[src/hw/heater_alarm_defines.svh]
`ifndef HEATER_ALARM_DEFINES_SVH
`define HEATER_ALARM_DEFINES_SVH

// Register byte offsets
`define HCA_ADDR_CTRL 8'h00
`define HCA_ADDR_BRK_TH1 8'h04
`define HCA_ADDR_BRK_TH2 8'h08
`define HCA_ADDR_SHT_TH1 8'h0C
`define HCA_ADDR_SHT_TH2 8'h10
`define HCA_ADDR_HEAT_MON1 8'h14
`define HCA_ADDR_HEAT_MON2 8'h18
`define HCA_ADDR_LEAK_MON1 8'h1C
`define HCA_ADDR_LEAK_MON2 8'h20
`define HCA_ADDR_STATUS 8'h24

// Control field positions
`define HCA_CTRL_BRK_EN 0
`define HCA_CTRL_SHT_EN 1
`define HCA_CTRL_TWO_CT 2
`define HCA_CTRL_FAST_PERIOD 3

// Values in 0.1 A steps
`define HCA_TH_MIN 16'h0000
`define HCA_TH_MAX 16'h01F4
`define HCA_MON_MAX 16'h0226
`define HCA_MON_OVR 16'hFFFF
`define HCA_BRK_TH_RST 16'h0000
`define HCA_SHT_TH_RST 16'h01F4
`define HCA_CTRL_RST 4'h0

// Timing
`define HCA_CLK_KHZ 10000
`define HCA_SKIP_MS 100
`define HCA_BRK_FAST_MS 30
`define HCA_SHT_FAST_MS 35

`endif

[src/hw/heater_alarm_pkg.sv]
package heater_alarm_pkg;

  typedef enum logic [2:0] {
    FLASH_NONE = 3'b000,
    FLASH_HEAT1 = 3'b001,
    FLASH_HEAT2 = 3'b010,
    FLASH_LEAK1 = 3'b011,
    FLASH_LEAK2 = 3'b100
  } flash_sel_t;

  typedef struct packed {
    logic [3:0] ctrl;
    logic [1:0][15:0] brk_th;
    logic [1:0][15:0] sht_th;
    logic [1:0][15:0] heat_mon;
    logic [1:0][15:0] leak_mon;
    logic [1:0] brk;
    logic [1:0] sht;
    logic heat_prev;
    logic [19:0] run_cnt;
    flash_sel_t flash_sel;
    logic [15:0] flash_val;
    logic [31:0] rdata;
  } state_t;

endpackage : heater_alarm_pkg

[src/hw/heater_current_alarm_monitor.sv]
// Implementation choices: the APB register port and the register offsets.
`timescale 1ns/1ps
`include "heater_alarm_defines.svh"

module heater_current_alarm_monitor
  import heater_alarm_pkg::*;
#(
  parameter int unsigned CNT_W = 20,
  parameter int unsigned SKIP_CYC = `HCA_SKIP_MS * `HCA_CLK_KHZ,
  parameter int unsigned BRK_FAST_CYC = `HCA_BRK_FAST_MS * `HCA_CLK_KHZ,
  parameter int unsigned SHT_FAST_CYC = `HCA_SHT_FAST_MS * `HCA_CLK_KHZ
) (
  // Clock and reset
  input wire logic i_clk_sys,
  input wire logic i_sys_rst,
  // APB slave
  input wire logic i_psel,
  input wire logic i_penable,
  input wire logic i_pwrite,
  input wire logic [7:0] i_paddr,
  input wire logic [31:0] i_pwdata,
  output logic [31:0] o_prdata,
  output logic o_pready,
  output logic o_pslverr,
  // Sensing
  input wire logic i_heat_output_on,
  input wire logic [15:0] i_current_transformer_input_ch1,
  input wire logic [15:0] i_current_transformer_input_ch2,
  // Alarms and display
  output logic [1:0] o_heater_break_alarm,
  output logic [1:0] o_relay_short_alarm,
  output logic o_any_alarm,
  output logic [2:0] o_flash_sel,
  output logic [15:0] o_flash_value
);

  state_t s;
  state_t n;
  logic setup;
  logic access;
  logic wr;
  logic th_reg;
  logic mapped;
  logic bad;
  logic brk_en;
  logic sht_en;
  logic [CNT_W-1:0] brk_lim;
  logic [CNT_W-1:0] sht_lim;
  logic [1:0][15:0] meas;

  assign setup = i_psel & ~i_penable;
  assign access = i_psel & i_penable;
  assign wr = access & i_pwrite;
  assign brk_en = s.ctrl[`HCA_CTRL_BRK_EN];
  assign sht_en = s.ctrl[`HCA_CTRL_SHT_EN];
  assign meas[0] = i_current_transformer_input_ch1;
  assign meas[1] = i_current_transformer_input_ch2;

  // Zero-wait slave; read data is captured in the setup cycle
  assign o_pready = access;
  assign o_prdata = s.rdata;
  assign o_pslverr = access & bad;
  assign o_heater_break_alarm = s.brk;
  assign o_relay_short_alarm = s.sht;
  assign o_any_alarm = |{s.brk, s.sht};
  assign o_flash_sel = s.flash_sel;
  assign o_flash_value = s.flash_val;

  always_comb begin
    mapped = 1'b1;
    case (i_paddr)
      `HCA_ADDR_CTRL, `HCA_ADDR_BRK_TH1, `HCA_ADDR_BRK_TH2,
      `HCA_ADDR_SHT_TH1, `HCA_ADDR_SHT_TH2, `HCA_ADDR_HEAT_MON1,
      `HCA_ADDR_HEAT_MON2, `HCA_ADDR_LEAK_MON1, `HCA_ADDR_LEAK_MON2,
      `HCA_ADDR_STATUS: mapped = 1'b1;
      default: mapped = 1'b0;
    endcase
  end

  assign th_reg = (i_paddr == `HCA_ADDR_BRK_TH1) | (i_paddr == `HCA_ADDR_BRK_TH2) |
                  (i_paddr == `HCA_ADDR_SHT_TH1) | (i_paddr == `HCA_ADDR_SHT_TH2);
  // Out-of-range thresholds are refused, keeping the old value
  assign bad = ~mapped | (i_pwrite & th_reg &
               ((|i_pwdata[31:16]) | (i_pwdata[15:0] > `HCA_TH_MAX)));

  // Faster control periods shorten the dead time
  assign brk_lim = s.ctrl[`HCA_CTRL_FAST_PERIOD] ? CNT_W'(BRK_FAST_CYC)
                                                  : CNT_W'(SKIP_CYC);
  assign sht_lim = s.ctrl[`HCA_CTRL_FAST_PERIOD] ? CNT_W'(SHT_FAST_CYC)
                                                  : CNT_W'(SKIP_CYC);

  always_comb begin
    logic act;
    logic [15:0] coded;
    logic on_long;
    logic off_long;
    n = s;
    act = 1'b0;
    coded = 16'h0000;
    on_long = 1'b0;
    off_long = 1'b0;
    // Run length of the current output state, saturating
    n.heat_prev = i_heat_output_on;
    if (i_heat_output_on != s.heat_prev) begin
      n.run_cnt = '0;
    end else if (s.run_cnt != '1) begin
      n.run_cnt = s.run_cnt + 20'h00001;
    end
    on_long = i_heat_output_on & s.heat_prev & (s.run_cnt >= brk_lim);
    off_long = ~i_heat_output_on & ~s.heat_prev & (s.run_cnt >= sht_lim);

    // Each channel uses only its own input and thresholds
    for (int ch = 0; ch < 2; ch++) begin
      act = (ch == 0) | s.ctrl[`HCA_CTRL_TWO_CT];
      coded = (meas[ch] > `HCA_MON_MAX) ? `HCA_MON_OVR : meas[ch];
      if (!brk_en || !act) begin
        n.heat_mon[ch] = 16'h0000;
      end else if (on_long) begin
        n.heat_mon[ch] = coded;
      end
      if (!sht_en || !act) begin
        n.leak_mon[ch] = 16'h0000;
      end else if (off_long) begin
        n.leak_mon[ch] = coded;
      end
      n.brk[ch] = brk_en & act & ((s.brk_th[ch] == `HCA_TH_MAX) |
                  ((s.brk_th[ch] != `HCA_TH_MIN) &
                   (s.heat_mon[ch] < s.brk_th[ch])));
      n.sht[ch] = sht_en & act & ((s.sht_th[ch] == `HCA_TH_MIN) |
                  ((s.sht_th[ch] != `HCA_TH_MAX) &
                   (s.leak_mon[ch] > s.sht_th[ch])));
    end

    // Display flash, one value at a time: channel 2 break, then channel 1 short, channel 2 short, channel 1 break
    if (n.brk[1]) begin
      n.flash_sel = FLASH_HEAT2;
      n.flash_val = n.heat_mon[1];
    end else if (n.sht[0]) begin
      n.flash_sel = FLASH_LEAK1;
      n.flash_val = n.leak_mon[0];
    end else if (n.sht[1]) begin
      n.flash_sel = FLASH_LEAK2;
      n.flash_val = n.leak_mon[1];
    end else if (n.brk[0]) begin
      n.flash_sel = FLASH_HEAT1;
      n.flash_val = n.heat_mon[0];
    end else begin
      n.flash_sel = FLASH_NONE;
      n.flash_val = 16'h0000;
    end

    // Register writes at the access phase
    if (wr && !bad) begin
      case (i_paddr)
        `HCA_ADDR_CTRL: n.ctrl = i_pwdata[3:0];
        `HCA_ADDR_BRK_TH1: n.brk_th[0] = i_pwdata[15:0];
        `HCA_ADDR_BRK_TH2: n.brk_th[1] = i_pwdata[15:0];
        `HCA_ADDR_SHT_TH1: n.sht_th[0] = i_pwdata[15:0];
        `HCA_ADDR_SHT_TH2: n.sht_th[1] = i_pwdata[15:0];
        default: n.ctrl = s.ctrl;
      endcase
    end

    // Read data captured in the setup cycle
    if (setup && !i_pwrite) begin
      case (i_paddr)
        `HCA_ADDR_CTRL: n.rdata = {28'h0000000, s.ctrl};
        `HCA_ADDR_BRK_TH1: n.rdata = {16'h0000, s.brk_th[0]};
        `HCA_ADDR_BRK_TH2: n.rdata = {16'h0000, s.brk_th[1]};
        `HCA_ADDR_SHT_TH1: n.rdata = {16'h0000, s.sht_th[0]};
        `HCA_ADDR_SHT_TH2: n.rdata = {16'h0000, s.sht_th[1]};
        `HCA_ADDR_HEAT_MON1: n.rdata = {16'h0000, s.heat_mon[0]};
        `HCA_ADDR_HEAT_MON2: n.rdata = {16'h0000, s.heat_mon[1]};
        `HCA_ADDR_LEAK_MON1: n.rdata = {16'h0000, s.leak_mon[0]};
        `HCA_ADDR_LEAK_MON2: n.rdata = {16'h0000, s.leak_mon[1]};
        `HCA_ADDR_STATUS: n.rdata = {25'h0000000, s.flash_sel, s.sht, s.brk};
        default: n.rdata = 32'h00000000;
      endcase
    end
  end

  always_ff @(posedge i_clk_sys) begin
    if (i_sys_rst) begin
      s <= '0;
      s.ctrl <= `HCA_CTRL_RST;
      s.brk_th <= {`HCA_BRK_TH_RST, `HCA_BRK_TH_RST};
      s.sht_th <= {`HCA_SHT_TH_RST, `HCA_SHT_TH_RST};
      s.flash_sel <= FLASH_NONE;
    end else begin
      s <= n;
    end
  end
endmodule : heater_current_alarm_monitor

[config.mk]
export PLATFORM = sky130hd
export DESIGN_NAME = heater_current_alarm_monitor
export DESIGN_NICKNAME = d
export VERILOG_FILES = /design/src/hw/heater_alarm_pkg.sv /design/src/hw/heater_current_alarm_monitor.sv
export VERILOG_INCLUDE_DIRS = /design/src /design/src/hw
export SDC_FILE = /design/constraint.sdc
export NUM_CORES = 1
export LEC_CHECK = 0
export ABC_AREA = 0
export ABC_CLOCK_PERIOD_IN_PS = 3300
export BUFFER_PORTS_ARGS = -buffer_cell sky130_fd_sc_hd__buf_2
export CAP_MARGIN = 5
export CELL_PAD_IN_SITES_DETAIL_PLACEMENT = 0
export CELL_PAD_IN_SITES_GLOBAL_PLACEMENT = 2
export CORE_AREA = 2 2 180 182
export CTS_CLUSTER_DIAMETER = 40
export DETAILED_ROUTE_END_ITERATION = 12
export DIE_AREA = 0 0 182 184
export PLACE_DENSITY_LB_ADDON = 0.1
export SYNTH_ARGS = -nofsm -noshare
export SYNTH_HDL_FRONTEND = slang
export SYNTH_SLANG_ARGS = --single-unit
[constraint.sdc]
create_clock -name i_clk_sys -period 3.3 [get_ports i_clk_sys]
set_input_delay 0.165 -clock i_clk_sys [delete_from_list [all_inputs] [get_ports i_clk_sys]]
set_output_delay 0.165 -clock i_clk_sys [all_outputs]
set_load 0.03 [all_outputs]
After elaboration in Yosys (flattened, before gate mapping)

Index checks and enable logic that the tools add are counted.

Output and inout port bits: 58
Bits of input ports: 78
Logic and storage cells: 119
Bits in registers: 208

Bitwise gates (word level): 33
Muxes and demuxes: 18
Reduce and logical (&&, ||, !) cells: 25
Add/sub/neg operators: 1
Equality and inequality tests: 15
Magnitude comparators: 9

Operators with widths:

| cell                                                                     | number |
|---|---|
| 16-bit 2-to-1 mux                                                        | 10 |
| 16-bit one-hot mux with 10 select lines                                  | 1 |
| 20-bit greater-or-equal comparator                                       | 2 |
| 20-bit 2-to-1 mux                                                        | 2 |
| 18-bit 2-to-1 mux                                                        | 2 |
| 16-bit by 9-bit equality test with 1-bit output, second input constant   | 2 |
| 8-bit by 5-bit equality test with 1-bit output, second input constant    | 4 |
| 16-bit by 10-bit > comparator with 1-bit output, second input constant   | 2 |
| 16-bit > comparator                                                      | 2 |
| 16-bit logical NOT                                                       | 2 |
| 16-bit < comparator                                                      | 2 |
| 16-bit by 9-bit inequality test with 1-bit output, second input constant | 2 |
| 16-bit nonzero test                                                      | 2 |
| 20-bit by 1-bit adder with 20-bit output, second input constant          | 1 |
| 1-bit bitwise AND                                                        | 20 |
| 20-bit inequality test, second input constant                            | 1 |
| 19-bit 2-to-1 mux                                                        | 1 |
| 17-bit 2-to-1 mux                                                        | 1 |
| 8-bit by 4-bit equality test with 1-bit output, second input constant    | 2 |
| 8-bit by 6-bit equality test with 1-bit output, second input constant    | 2 |
| 16-bit by 9-bit > comparator with 1-bit output, second input constant    | 1 |
| 16-bit OR reduction                                                      | 1 |
| 2-bit AND reduction                                                      | 5 |
| 10-bit OR reduction                                                      | 1 |
| 12 further kinds                                                         | 30 |

Depth between registers and ports, before layout

Gate-level depths: netlist of the first run.

Word-level depth: 10
Depth in mapped cells: 12
Depth with buffers taken out: 10

Worst setup path after synthesis of the first run

OpenSTA, ideal clock, no wires.

Path type: reg2reg
Start: register s[207] in the netlist's numbering
End: register s, in the netlist o_flash_value[15]
Slack: 0.743 ns
Cell stages (with the launch flop): 11
Buffers on the path: 1
Arrival time: 2.427 ns
Required time: 3.170 ns
Setup time: 0.130 ns
Period minus slack after synthesis: 2.557 ns
Cells stage by stage: dfxtp_1 -> inv_1 -> ha_1 -> a21o_1 -> a211oi_1 -> o21a_1 -> o21ai_0 -> clkbuf_1 -> or2_2 -> a311oi_1 -> o22ai_1

Cells in the longest elaborated chain, start to end: 9
Elaborated cells on any way between the ends: 18
Classes of those cells: order compare: 2; mux: 14; bitwise: 2

Ends and longest elaborated chain:

| element                            | line                                | text |
|---|---|---|
| start, declared                    | heater_current_alarm_monitor.sv:37  | `state_t s;` |
| start signal, assigned             | heater_current_alarm_monitor.sv:190 | `s <= n;` |
| 20-bit 2-to-1 mux                  | heater_current_alarm_monitor.sv:87  | `` assign brk_lim = s.ctrl[`HCA_CTRL_FAST_PERIOD] ? CNT_W'(BRK_FAST_CYC) `` |
| 20-bit greater-or-equal comparator | heater_current_alarm_monitor.sv:109 | `on_long = i_heat_output_on & s.heat_prev & (s.run_cnt >= brk_lim);` |
| 1-bit bitwise AND                  | heater_current_alarm_monitor.sv:109 |  |
| 16-bit 2-to-1 mux                  | heater_current_alarm_monitor.sv:118 | `end else if (on_long) begin` |
| 16-bit 2-to-1 mux                  | heater_current_alarm_monitor.sv:116 | `if (!brk_en \|\| !act) begin` |
| 17-bit 2-to-1 mux                  | heater_current_alarm_monitor.sv:144 | `end else if (n.brk[0]) begin` |
| 19-bit 2-to-1 mux                  | heater_current_alarm_monitor.sv:141 | `end else if (n.sht[1]) begin` |
| 18-bit 2-to-1 mux                  | heater_current_alarm_monitor.sv:138 | `end else if (n.sht[0]) begin` |
| 18-bit 2-to-1 mux *                | heater_current_alarm_monitor.sv:135 | `if (n.brk[1]) begin` |

Every way passes the cells marked *; elsewhere a longest branch is shown, timed or not.
A chain may end at the register's enable or synchronous reset.

Worst setup path after layout of the first run

Start: register s[156] in the netlist's numbering
End: register s, in the netlist o_flash_value[3]

Cells in the longest elaborated chain, start to end: 7
Elaborated cells on any way between the ends: 9
Classes of those cells: order compare: 1; eq/ne: 1; mux: 3; bitwise: 3; reduce/logical: 1

Ends and longest elaborated chain:

| element                                                                                         | line                                | text |
|---|---|---|
| 16-bit > comparator / 16-bit by 9-bit inequality test with 1-bit output (equally long branches) | --                                  |  |
| 1-bit bitwise AND                                                                               | heater_current_alarm_monitor.sv:130 | `` ((s.sht_th[ch] != `HCA_TH_MAX) & `` |
| 1-bit bitwise OR *                                                                              | heater_current_alarm_monitor.sv:129 | `` n.sht[ch] = sht_en & act & ((s.sht_th[ch] == `HCA_TH_MIN) \| `` |
| 1-bit bitwise AND *                                                                             | heater_current_alarm_monitor.sv:129 |  |
| 19-bit 2-to-1 mux *                                                                             | heater_current_alarm_monitor.sv:141 |  |
| 18-bit 2-to-1 mux *                                                                             | heater_current_alarm_monitor.sv:138 |  |
| 18-bit 2-to-1 mux *                                                                             | heater_current_alarm_monitor.sv:135 |  |

Marks and branches as above.

==> results of run 1 <==
-- where the power goes --
group | total [mW] | internal [mW] | switching, mW
sequential | 2.32 | 2.32 | 0.00420
combinational | 0.195 | 0.0640 | 0.131
clock | 2.20 | 1.17 | 1.04
-- kinds of logic after synthesis --
kind of cell	synth area share
xor gates and xnor gates	0.0112
AOI/OAI and AO/OA	0.198
adders and majority gates	0.0903
other	0.000343
DFF	0.351
and+or+nand+nor	0.226
buffers and inverters	0.0982
muxes	0.0249
-- layout by cell type (no fill, tap or decap), types with 15 or more instances in the layout --
master     Yosys  routed
buf_2          7     119
and2_1        29      29
conb_1         1      16
nand2_1      111     111
nand3_1       30      30
ha_1          79      79
nor2_1       139     139
nor4_1        18      18
inv_1         79      79
o21ai_0       28      27
dfxtp_1      192     192
mux2i_1       25      25
nand3b_1      15      15
a21oi_1       83      83
clkbuf_16      0      17
a22oi_1       44      44
nor3_1        44      44
buf_4         56      54
nand4_1       26      26
-- layout make-up --
cell class | count | share of cell area
multi-input cells | 923 | 0.491
flip-flops and latches | 192 | 0.309
repair buffers | 178 | 0.0869
well taps | 402 | 0.0404
clock buffers | 18 | 0.0353
inverters | 79 | 0.0238
clock inverters | 14 | 0.0134
-- worst max-delay path: stages (launching register included) --
cell and delay, ps:
dfxtp_1 380, nor4_1 580, nand4_1 350, o32a_1 440
o211ai_2 230, or2_4 170, and3_1 600, a21oi_1 150
o32ai_1 330
-- timing repair --
action / 4_1_cts / 5_1_grt
hold buffers: 2 / 0
buffers inserted: 0 / 2
endpoints found under the hold margin: 2 / 0
resized for setup: 0 / 0
setup endpoints to repair: 0 / 1
-- sequential cells by signal, summed over array words and instances (netlist names) --
signal / count
o_flash_value: 16
s: 152
brk_en: 1
o_flash_sel: 3
o_relay_short_alarm: 2
o_heater_break_alarm: 2
o_prdata: 16
-- final timing paths --
path,from,to,slack (ps),cells past startpoint
worst max-delay path,s[156],o_flash_value[3],-40,8
worst min-delay path,i_pwdata[4],s[192],10,3
worst max register to register,s[156],o_flash_value[3],-40,8
worst min register to register,s[153],s[153],470,2
-- per-layer routing --
layer / up-vias / track usage
li1: 4774 / -
met1: 4667 / 0.334
met2: 282 / 0.436
met3: 46 / 0.0327
met4: 0 / 0.0842
met5: - / 0
-- per-stage QoR --
stage | setup WS [ps] | util
after floorplan | 743 | -
after global placement | 143 | 0.376
after detailed placement | 182 | 0.376
after CTS | 133 | 0.396
after global routing | 1.96 | 0.396
final | -39.9 | 0.396
==> flow_summary.json, run 1 <==
{
  "status": "complete, but fails checks",
  "violations": "setup timing",
  "cp-start-kind": "register",
  "tightest_slew_ps": 1010,
  "seq_area_um2": 3840,
  "slew_headroom": 0.308,
  "placedCellCount": 1770,
  "avgSynthCellArea_um2": 8.46,
  "synth_top_area_frac": 0.351,
  "highest_layer": "met4",
  "routedWlPerCell_um": 23.2,
  "synth-edff-count": 0,
  "met3WireLength_mm": 1.60,
  "cts_tree": "done",
  "grt_pass1_wl_mm": 63.1,
  "clk_pin_slew_worst_paths_ps": 80,
  "finalNonFillerCells": 1806,
  "synth_flop_cell": "dfxtp_1",
  "dp_hpwl_mm": 32.7,
  "wl_met1_mm": 19.0,
  "p_total_mw": 4.72,
  "postSynthCellCount": 1294,
  "hold_viol": 0,
  "cts_buffers": 17,
  "irDropWorstVdd_mv": 0.357,
  "num_antenna_cells": 0,
  "worstPathMaxFanout": 14,
  "antenna_left": 0,
  "drt_first_iter_violations": 649,
  "num_vias": 9769,
  "worst_hold_path_type": "in2reg",
  "fin_area_um2": 12400,
  "syn_area_um2": 10900,
  "whs_ps": 12.9,
  "power_leakage_nw": 5.04,
  "setup_viol": 1,
  "area_growth_pct": 13.7,
  "fin_ws_ps": -39.9,
  "fill_cells": 3253,
  "gp_congestion": 0.906,
  "routed_wl_mm": 41.9,
  "grt_max_degree": 86,
  "die_y_um": 184,
  "rsz0062_at_grt": "no",
  "drc_errors": 0,
  "die_area_um2": 33500,
  "synth_seq_cells": 192,
  "core_area_um2": 31400,
  "clock_path_buffers": 2,
  "via_per_inst": 5.41,
  "period_share": 1.01,
  "crit_required_ps": 3640,
  "dpl_cell_area_um2": 11800,
  "maxCapViolCount": 0,
  "drt_pass1_iterations": 5,
  "start_util": 0.349,
  "wl_met2_mm": 20.1,
  "ios": 136,
  "endpoint_kind": "register",
  "synth_async_sr_flop_share": 0,
  "synth_warnings": 0,
  "synthTopCellsByArea": "dfxtp_1, ha_1, nor2_1",
  "final_max_slew_viol_count": 0,
  "antenna_found_initial": 0,
  "yosysMostFrequentCell": "dfxtp_1",
  "fmax_ghz": 0.299,
  "multiInputGateArea_um2": 6110,
  "die_w_um": 182,
  "cts-root-buf": "clkbuf_16",
  "fin_nets": 1548,
  "cts.htree.levels": 4,
  "port_buffers": 119,
  "drive_gt1_frac": 0.187,
  "ys_types": 80,
  "fin_worst_skew_ps": 18.4,
  "grt_pass1_vias": 9652,
  "std_cell_rows": 65,
  "grt_usage": 0.255,
  "power_density_nw_per_um2": 380,
  "cts_num_sinks": 192,
  "synth_common_cells": "dfxtp_1, nor2_1, nand2_1",
  "period_needed_ps": 3340,
  "gr-total-overflow": 0,
  "worstSetupPathType": "reg2reg",
  "synth-seq-area-share": 0.351,
  "arrival_ps": 3680,
  "tns_ps": -39.9,
  "synth_largest_area_cell": "dfxtp_1",
  "clkLatencyLatePin_ps": 460
}
Note: power is estimated with default switching activity, not from simulation.
==> run 2: changes to the inputs <==
ABC_AREA = 1   (was 0)
ABC_CLOCK_PERIOD_IN_PS = unset   (was 3300)
CORE_AREA = 2 2 190 192   (was 2 2 180 182)
DIE_AREA = 0 0 192 194   (was 0 0 182 184)
==> flow_summary.json, run 2 <==
{
  "avgSynthCellArea_um2": 6.65,
  "dp_hpwl_mm": 37.7,
  "die_area_um2": 37200,
  "synth_seq_cells": 192,
  "yosysMostFrequentCell": "nand2_1",
  "endpoint_kind": "register",
  "cp-startpoint": "s[189]",
  "die_y_um": 194,
  "fill_cells": 3827,
  "period_share": 0.897,
  "rsz0062_at_grt": "no",
  "core_area_um2": 35200,
  "period_needed_ps": 2960,
  "synth_flop_cell": "dfxtp_1",
  "start_util": 0.326,
  "synth_top_area_frac": 0.335,
  "synth_common_cells": "nand2_1, inv_1, nor2_1",
  "routed_wl_mm": 47.4,
  "fin_ws_ps": 341,
  "fin_nets": 1980,
  "r2r_slack_ps": 340,
  "holdPathStages": 3,
  "synth-seq-area-share": 0.335,
  "port_buffers": 119,
  "cp-start-kind": "register",
  "grt_max_degree": 81,
  "post-place-ws_ps": 230,
  "ctsResizeCount": 0,
  "largest_reg_flops": 152,
  "synth-edff-count": 0,
  "postSynthCellCount": 1725,
  "drt_first_iter_violations": 998,
  "multiInputGateArea_um2": 6160,
  "syn_area_um2": 11500,
  "cts_tree": "done",
  "antenna_found_initial": 0,
  "routedWlPerCell_um": 20.6,
  "final_max_slew_viol_count": 0,
  "clock_path_buffers": 2,
  "gr-total-overflow": 0,
  "cts_num_sinks": 192,
  "synth_warnings": 0,
  "fin_worst_skew_ps": 10.1,
  "min_from": "i_pwdata[2]",
  "worst_hold_path_type": "in2reg",
  "power_density_nw_per_um2": 369,
  "power_leakage_nw": 6.25,
  "maxCapViolCount": 0,
  "via_per_inst": 5.07,
  "arrival_ps": 3310,
  "num_vias": 11700,
  "setup_viol": 0,
  "ios": 136,
  "clk_pin_slew_worst_paths_ps": 70,
  "layout_commonest_cell": "nand2_1",
  "status": "finished, final reports clean",
  "crit_required_ps": 3650,
  "synth_largest_area_cell": "dfxtp_1",
  "num_antenna_cells": 0,
  "cts-root-buf": "clkbuf_16",
  "worstPathMaxFanout": 12,
  "grt_usage": 0.257,
  "die_w_um": 192,
  "gp_congestion": 0.935,
  "grt_pass1_wl_mm": 70.4,
  "worstSetupPathType": "reg2reg",
  "seq_area_um2": 3840,
  "top_register": "s",
  "hold_viol": 0,
  "fmax_ghz": 0.338,
  "clkLatencyLatePin_ps": 460,
  "ys_types": 38,
  "synthTopCellsByArea": "dfxtp_1, nand2_1, ha_1",
  "grt_pass1_vias": 10900,
  "antenna_left": 0,
  "irDropWorstVdd_mv": 0.391,
  "final_cell_mix": "nand2_1, inv_1, nor2_1",
  "drt_pass1_iterations": 5,
  "tns_ps": 0,
  "synth_async_sr_flop_share": 0,
  "slew_headroom": 0.278,
  "std_cell_rows": 69,
  "r2r_start": "s[189]",
  "drive_gt1_frac": 0.126,
  "cts.htree.levels": 4,
  "area_growth_pct": 14.1,
  "cts_buffers": 17,
  "hold_path_end": "s[142]",
  "r2r_end": "o_flash_sel[0]",
  "drc_errors": 0,
  "tightest_slew_ps": 1080,
  "reg2regPathDepth": 16
}
run 2: worst max path at each step:
stage / end / slack (ps) / depth (start not counted)
floorplan: o_flash_value[14] / 950 / 17
global placement: o_flash_sel[0] / 180 / 16
detailed placement: o_flash_sel[0] / 230 / 16
CTS: o_flash_sel[0] / 210 / 16
global route: o_flash_sel[0] / 150 / 14
finish: o_flash_sel[0] / 340 / 16
run 2: kinds of logic after synthesis:
group	Yosys count	share of synthesized area
compound gates	233	0.113
xor+xnor	4	0.00305
fa+ha+maj	79	0.0861
buf+inv	342	0.134
flops	192	0.335
other cells	1	0.000327
simple gates	874	0.329
run 2: what timing repair did:
action                                 CTS  global route
endpoints found under the hold margin    1             0
buffers inserted                         0             0
hold buffers                             1             0
run 2: routing by layer:
metal  vias to the layer above  part of all wire  global-route usage  routed length [um]
met3                        40             0.062              0.0413                2950
met5                         -                 0                   0                   0
met2                       400              0.42               0.374               19800
met1                      5438              0.50               0.388               23700
met4                         0             0.020              0.0676                 967
li1                       5773                 -                   -                   -
run 2: stage by stage:
stage	total power, mW	hold slack (ps)	area [um2]	std cells	util
2_1_floorplan	2.49	278	11500	1740	-
3_3_place_gp	2.59	448	12500	2264	0.354
3_5_place_dp	2.59	453	12500	2264	0.354
4_1_cts	4.87	45.9	13100	2296	0.372
5_1_grt	4.98	54.8	13100	2296	0.372
6_report	4.83	50.7	13100	2296	0.372
run 2: critical path: stages (launching register included):
cell and delay, ps:
dfxtp_1 340, inv_1 130, ha_1 300, o21ai_0 70
nand2_1 60, nand3_1 60, nand2_1 90, nand2_1 60
nand2_1 60, nand2_1 50, nand3_1 60, nand2_1 50
nand3_1 90, inv_1 70, nor2_1 810, inv_1 240
a21oi_1 320
run 2: area by class of cell:
class / instances / share of cell area
clock buffers: 23 / 0.0373
multi-input cells: 1206 / 0.471
clock inverters: 8 / 0.00975
well taps: 461 / 0.0441
flip-flops and latches: 192 / 0.294
repair buffers: 177 / 0.0791
inverters: 229 / 0.0656
run 2: power breakdown:
group	total, mW	internal [mW]	switching (mW)
Combinational	0.216	0.0602	0.156
Clock	2.30	1.27	1.02
Sequential	2.32	2.32	0.00175
